===== config.mk =====
export PLATFORM = sky130hd
export DESIGN_NAME = level_limit_timer
export DESIGN_NICKNAME = d
export VERILOG_FILES = /design/src/hlt_pkg.sv /design/src/level_limit_timer.sv
export SDC_FILE = /design/constraint.sdc
export NUM_CORES = 1
export LEC_CHECK = 0
export BUFFER_PORTS_ARGS = -buffer_cell sky130_fd_sc_hd__clkbuf_2
export CORE_MARGIN = 2
export CORE_UTILIZATION = 54
export DETAILED_ROUTE_END_ITERATION = 16
export PLACE_DENSITY = 0.89
export RECOVER_POWER = 25
export SYNTH_ARGS = -nofsm -noshare
export SYNTH_HDL_FRONTEND = slang
export SYNTH_SLANG_ARGS = --single-unit

===== constraint.sdc =====
create_clock -name clk_i -period 3 [get_ports clk_i]
set_clock_uncertainty 0.15 [all_clocks]
set_input_delay 0.45 -clock clk_i [delete_from_list [all_inputs] [get_ports clk_i]]
set_output_delay 0.45 -clock clk_i [all_outputs]
set_load 0.05 [all_outputs]

===== src/hlt_pkg.sv =====
// level limit timer: register map, field layout and reset values
// assumes a 32-bit classic wishbone register bus, one word per register
package hlt_pkg;
	localparam logic [4:0] off_count        = 5'h00;
	localparam logic [4:0] off_period       = 5'h04;
	localparam logic [4:0] off_control      = 5'h08;
	localparam logic [4:0] off_limit_mode   = 5'h0C;
	localparam logic [4:0] off_clock_select = 5'h10;
	localparam logic [4:0] off_reset_select = 5'h14;
	localparam logic [4:0] off_pulse_width  = 5'h18;
	localparam logic [4:0] off_status       = 5'h1C;

	// timer_control fields
	localparam int ctl_on_bit     = 7;
	localparam int ctl_ckps_lsb   = 4;
	// timer_limit_mode fields
	localparam int mode_lsb       = 0;
	localparam logic [4:0] mode_level_low  = 5'h06;
	localparam logic [4:0] mode_level_high = 5'h07;

	localparam logic [7:0] count_rst      = 8'h00;
	localparam logic [7:0] period_rst     = 8'hFF;
	localparam logic [7:0] control_rst    = 8'h00;
	localparam logic [7:0] limit_mode_rst = 8'h00;
	localparam logic [7:0] clk_sel_rst    = 8'h00;
	localparam logic [7:0] rst_sel_rst    = 8'h00;
	localparam logic [7:0] pulse_rst      = 8'h00;

	// cycles the reset level must stand before acting, and after release
	localparam int ers_delay_cycles = 2;
endpackage : hlt_pkg


===== src/level_limit_timer.sv =====
// level limit timer: 8-bit counter, level external reset, pwm time base
// assumes wishbone classic master on clk_i; external reset is asynchronous
//
// Added by the designer: the Wishbone register port and the register offsets.
`timescale 1ns/10ps

module level_limit_timer
(
	// clock and reset
	input  wire logic        clk_i,
	input  wire logic        rst_i,
	// wishbone slave
	input  wire logic        cyc_i,
	input  wire logic        stb_i,
	input  wire logic        we_i,
	input  wire logic [4:0]  adr_i,
	input  wire logic [3:0]  sel_i,
	input  wire logic [31:0] dat_i,
	output logic      [31:0] dat_o,
	output logic             ack_o,
	// external signals
	input  wire logic        external_reset_input_i,
	output logic             pwm_o,
	output logic             period_match_o
);
	logic [7:0] count_q;
	logic [7:0] period_q;
	logic [7:0] control_q;
	logic [7:0] limit_mode_q;
	logic [7:0] clk_sel_q;
	logic [7:0] rst_sel_q;
	logic [7:0] pulse_q;
	logic       ers_m_q;
	logic       ers_s_q;
	logic [1:0] act_cnt_q;
	logic [1:0] rel_cnt_q;
	logic       held_q;
	logic [7:0] pre_q;
	logic       tick;
	logic       timer_on;
	logic       level_mode;
	logic       ers_active;
	logic       bus_req;
	logic       wr;
	logic       cpu_count_wr;
	logic [4:0] mode;

	assign bus_req  = cyc_i & stb_i;
	// a write lands on the edge at which the master samples ack high
	assign wr       = bus_req & we_i & sel_i[0] & ack_o;
	assign timer_on = control_q[hlt_pkg::ctl_on_bit];
	assign mode     = limit_mode_q[hlt_pkg::mode_lsb +: 5];
	assign level_mode = (mode == hlt_pkg::mode_level_low) |
		(mode == hlt_pkg::mode_level_high);
	assign cpu_count_wr = wr & (adr_i == hlt_pkg::off_count);

	// pin crosses into clk_i domain before any logic looks at it
	always_ff @(posedge clk_i)
	begin
		if (rst_i)
		begin
			ers_m_q <= 1'b0;
			ers_s_q <= 1'b0;
		end
		else
		begin
			ers_m_q <= external_reset_input_i;
			ers_s_q <= ers_m_q;
		end
	end

	// level select; when off ers_active stays low, but status still reports the synced input
	always_comb
	begin
		ers_active = 1'b0;
		if (timer_on && mode == hlt_pkg::mode_level_low)
			ers_active = ~ers_s_q;
		else if (timer_on && mode == hlt_pkg::mode_level_high)
			ers_active = ers_s_q;
	end

	// held_q sets two clocks after active, clears two after release
	always_ff @(posedge clk_i)
	begin
		if (rst_i || !level_mode)
		begin
			act_cnt_q <= 2'd0;
			rel_cnt_q <= 2'd0;
			held_q    <= 1'b0;
		end
		else if (ers_active)
		begin
			rel_cnt_q <= 2'd0;
			if (act_cnt_q == 2'(hlt_pkg::ers_delay_cycles - 1))
				held_q <= 1'b1;
			else
				act_cnt_q <= act_cnt_q + 2'd1;
		end
		else
		begin
			act_cnt_q <= 2'd0;
			if (rel_cnt_q == 2'(hlt_pkg::ers_delay_cycles - 1))
				held_q <= 1'b0;
			else if (held_q)
				rel_cnt_q <= rel_cnt_q + 2'd1;
		end
	end

	// prescaler: one-cycle tick every 2^ckps clocks
	always_ff @(posedge clk_i)
	begin
		if (rst_i || !timer_on)
			pre_q <= 8'h00;
		else
			pre_q <= pre_q + 8'h01;
	end

	always_comb
	begin
		tick = 1'b1;
		case (control_q[hlt_pkg::ctl_ckps_lsb +: 3])
			3'd0:    tick = 1'b1;
			default: tick = (pre_q & ((8'h01 <<
				control_q[hlt_pkg::ctl_ckps_lsb +: 3]) - 8'h01)) == 8'h00;
		endcase
	end

	// counter
	always_ff @(posedge clk_i)
	begin
		if (rst_i)
		begin
			count_q        <= hlt_pkg::count_rst;
			period_match_o <= 1'b0;
		end
		else
		begin
			period_match_o <= 1'b0;
			if (cpu_count_wr)
				count_q <= dat_i[7:0];
			else if (held_q)
				count_q <= 8'h00;
			else if (timer_on && tick)
			begin
				if (count_q == period_q)
				begin
					count_q        <= 8'h00;
					period_match_o <= 1'b1;
				end
				else
					count_q <= count_q + 8'h01;
			end
		end
	end

	// pwm: high at restart, low on compare, untouched while held
	always_ff @(posedge clk_i)
	begin
		if (rst_i || !timer_on)
			pwm_o <= 1'b0;
		else if (held_q)
			pwm_o <= pwm_o;
		else if (tick && count_q == period_q)
			pwm_o <= 1'b1;
		else if (count_q == pulse_q)
			pwm_o <= 1'b0;
	end

	// registers
	always_ff @(posedge clk_i)
	begin
		if (rst_i)
		begin
			period_q     <= hlt_pkg::period_rst;
			control_q    <= hlt_pkg::control_rst;
			limit_mode_q <= hlt_pkg::limit_mode_rst;
			clk_sel_q    <= hlt_pkg::clk_sel_rst;
			rst_sel_q    <= hlt_pkg::rst_sel_rst;
			pulse_q      <= hlt_pkg::pulse_rst;
		end
		else if (wr)
		begin
			case (adr_i)
				hlt_pkg::off_period:       period_q     <= dat_i[7:0];
				hlt_pkg::off_control:      control_q    <= dat_i[7:0];
				hlt_pkg::off_limit_mode:   limit_mode_q <= dat_i[7:0];
				hlt_pkg::off_clock_select: clk_sel_q    <= dat_i[7:0];
				hlt_pkg::off_reset_select: rst_sel_q    <= dat_i[7:0];
				hlt_pkg::off_pulse_width:  pulse_q      <= dat_i[7:0];
				default: ;
			endcase
		end
	end

	// ack one cycle after the request is taken; unmapped reads return zero
	always_ff @(posedge clk_i)
	begin
		if (rst_i)
		begin
			ack_o <= 1'b0;
			dat_o <= 32'h0000_0000;
		end
		else
		begin
			ack_o <= bus_req & ~ack_o;
			dat_o <= 32'h0000_0000;
			case (adr_i)
				hlt_pkg::off_count:        dat_o[7:0] <= count_q;
				hlt_pkg::off_period:       dat_o[7:0] <= period_q;
				hlt_pkg::off_control:      dat_o[7:0] <= control_q;
				hlt_pkg::off_limit_mode:   dat_o[7:0] <= limit_mode_q;
				hlt_pkg::off_clock_select: dat_o[7:0] <= {4'h0, clk_sel_q[3:0]};
				hlt_pkg::off_reset_select: dat_o[7:0] <= {4'h0, rst_sel_q[3:0]};
				hlt_pkg::off_pulse_width:  dat_o[7:0] <= pulse_q;
				hlt_pkg::off_status:
					dat_o[2:0] <= {held_q, ers_s_q, pwm_o};
				default: ;
			endcase
		end
	end
endmodule : level_limit_timer


==> flow_summary_export.csv <==
group,metric,value,unit
clock_tree,htreeDepth,3,
global_routing,gr-usage-met3,0.0434,
synthesis,synth_edf_count,0,
clock_tree,hold_buffers,0,
setup_path,critPathSlowestCell,"a21oi_1",
power,ir_drop,190,uV
sta,max_freq,357,MHz
route,drc,0,
synthesis,ys_seq_elements,73,
power,p_switching,494,uW
setup_path,cp.arrival,2920,ps
setup_path,setup.worst_path.end_class,"flip-flop",
finish,nets,520,
route,first_pass_iters,7,
die,die_w,87.8,um
sta,hold_ws,149,ps
clock_tree,cts_setup_buffers,0,
power,switching_share,0.272,
synthesis,syn_area,0.00379,mm^2
synthesis,syn_avg_cell_area,8.60,um^2
die,io_pins,82,
clock_tree,post_cts_resized,0,
worst_hold_path,hold_class,"input port to flip-flop",
route,ant_nets,0,
global_routing,grt_pass1_vias,3111,
clock_tree,clock_sinks,73,
die,die_y,87.8,um
setup_path,path_class,"flip-flop to flip-flop",
synthesis,synthCells,441,
global_routing,antenna_found_initial,0,
global_routing,globalRouteTotalUtil,0.249,
synthesis,synthDistinctLibCells,60,
sta,post-route-period-util,0.935,
route,viasPerCell,5.88,
finish,final_area,0.00410,mm^2
sta,final_hold_viol_count,0,
power,p_int,1.32,mW
power,pwr-share-seq,0.538,
setup_path,path_max_fanout,8,
setup_path,worst_setup_path_start_kind,"flip-flop",
setup_path,crit_chain,"nor2_1 -> nand2_1 -> ha_1 -> or3b_1 -> o22ai_1 -> nor3b_2 -> a21oi_1 -> a221oi_1 -> a211oi_1",
route,routed_wirelength,9.27,mm
synthesis,synth_commonest_cells,"dfxtp_1, nor2_1, nand2_1",
route,via_count,3340,
sta,setup_viol,0,
sta,drv_slew,0,
synthesis,synth_top_area_cell,"dfxtp_1",
global_routing,grt_max_degree,26,
setup_path,cp_data_required_time,3120,ps
sta,fin_crit,2800,ps
die,rows,30,
finish,n_antenna_cell,0,
synthesis,synth_top_area_frac,0.385,
placement,port_buffers,30,
sta,setup_ws,196,ps
finish,area_growth,8.05,%
die,die-area,0.00771,mm^2
setup_path,path_buf_inv,0,
power,comb_power_share,0.089,
power,power.density,443,mW/mm^2
global_routing,grt-busiest-layer,"met2",
clock_tree,cts_inserted_buffers,9,
clock_tree,root_buffer,"clkbuf_8",
placement,placed_area,0.00396,mm^2
sta,worst_pin_slew,998,ps
finish,fill_cells,568,
global_routing,grt_pass1_wl,14.7,mm
placement,place_congestion,0.975,
synthesis,synth_area_leaders,"dfxtp_1, mux2i_1, nor2_1",
placement,pre_cts_slack,283,ps
sta,timing.setup.tns,0,ps
sta,rsz0062_at_grt,"false",
route,drt_iter0_markers,426,
power,p_leak,1.67,nW
setup_path,cpPeakStageDelay,580,ps
run,max_cap_viol_count,0,
clock_tree,cts_tree,"done",
clock_tree,clockBufferDepth,2,
outcome,status,"complete, no violations",
die,start_util,0.558,
global_routing,use_met2,0.406,
finish,drive_above_1_share,0.119,
synthesis,synth.most_common_cell,"dfxtp_1",
synthesis,synth_ff_type,"dfxtp_1",
placement,dp_hpwl,6.69,mm
setup_path,cp_top_family,"compound AO/OA/AOI/OAI gates",
sta,relSlewSlack,0.335,
power,clkPwrFrac,0.373,
route,wire_per_inst,16.3,um
global_routing,grt-ovfl-total,0,
clock_tree,clkLatencyLatePin,360,ps
synthesis,ys_seq_area_frac,0.385,
die,core,0.00679,mm^2
synthesis,ys_warn_count,0,
clock_tree,clk_pin_slew,70,ps
global_routing,grt_util_met1,0.309,
synthesis,async_flop_share,0,
==> logic make-up after synthesis <==
group,share of synthesized area
other cells,0.000988
fa+ha+maj,0.0165
buf+inv,0.0927
flops,0.385
simple gates,0.206
xor+xnor,0.0554
compound gates,0.138
mux,0.105
==> sequential cells by signal, summed over array words and instances (netlist names) <==
register,count
pre_q,7
rel_cnt_q,2
dat_o,8
period_q,8
pwm_o,1
ack_o,1
rst_sel_q,4
ers_s_q,1
held_q,1
control_q,8
period_match_o,1
count_q,8
clk_sel_q,4
limit_mode_q,8
pulse_q,8
act_cnt_q,2
ers_m_q,1
==> area by class of cell <==
type                       instances  area, um^2  area share
multi-input combinational        324        2070       0.504
sequential                        73        1460       0.357
timing repair buffer              42         220      0.0537
clock buffer                      12         145      0.0354
tap                               96         120      0.0293
inverter                          18        67.6      0.0165
clock inverter                     3        17.5     0.00427
==> power by group through the flow <==
stage / Sequential [mW] / Combinational [mW] / Clock, mW
final: 0.977 / 0.162 / 0.677
after global routing: 0.977 / 0.170 / 0.713
after CTS: 0.977 / 0.161 / 0.672
after detailed placement: 0.999 / 0.160 / 0
after global placement: 0.999 / 0.158 / 0
after floorplan: 0.999 / 0.144 / 0
==> layer usage <==
| layer | wire [um] | up-vias | part of all wire |
|---|---|---|---|
| li1 | - | 1555 | - |
| met1 | 3780 | 1533 | 0.41 |
| met2 | 4350 | 209 | 0.47 |
| met3 | 769 | 43 | 0.083 |
| met4 | 375 | 0 | 0.040 |
| met5 | 0 | - | 0 |
==> metrics by stage <==
step	power, mW	utilization	instances
after global placement	1.16	0.582	553
after floorplan	1.14	-	464
after detailed placement	1.16	0.582	553
final	1.82	0.603	568
after global routing	1.86	0.603	568
after CTS	1.81	0.606	568
==> cells in the final DEF (no fill, tap or decap), types with 3 or more instances in the layout <==
cell type	count
mux2i_1	26
mux4_2	4
xnor2_1	19
clkbuf_8	10
a211o_1	8
clkbuf_2	20
nand4_1	7
nor2_1	54
buf_4	10
nand2_1	32
clkbuf_1	14
inv_1	18
a21oi_1	26
nor2b_1	5
conb_1	24
dfxtp_1	73
and3_1	4
a22oi_1	9
ha_1	5
o21ai_0	6
nand3_1	25
xor2_1	5
nor3_1	11
a31oi_1	6
and2_1	5
a211oi_1	3
==> path summary, 6_finish.rpt <==
check | to | start | slack, ps | cells past startpoint
worst max-delay path | count_q[0]$_SDFFE_PP0P_ | control_q[4]$_SDFFE_PP0P_ | 200 | 9
worst min-delay path | ers_m_q$_SDFF_PP0_ | external_reset_input_i | 150 | 2
worst max register to register | count_q[0]$_SDFFE_PP0P_ | control_q[4]$_SDFFE_PP0P_ | 200 | 9
worst min register to register | ers_s_q$_SDFF_PP0_ | ers_m_q$_SDFF_PP0_ | 290 | 1
Note: power is estimated with default switching activity, not from simulation.
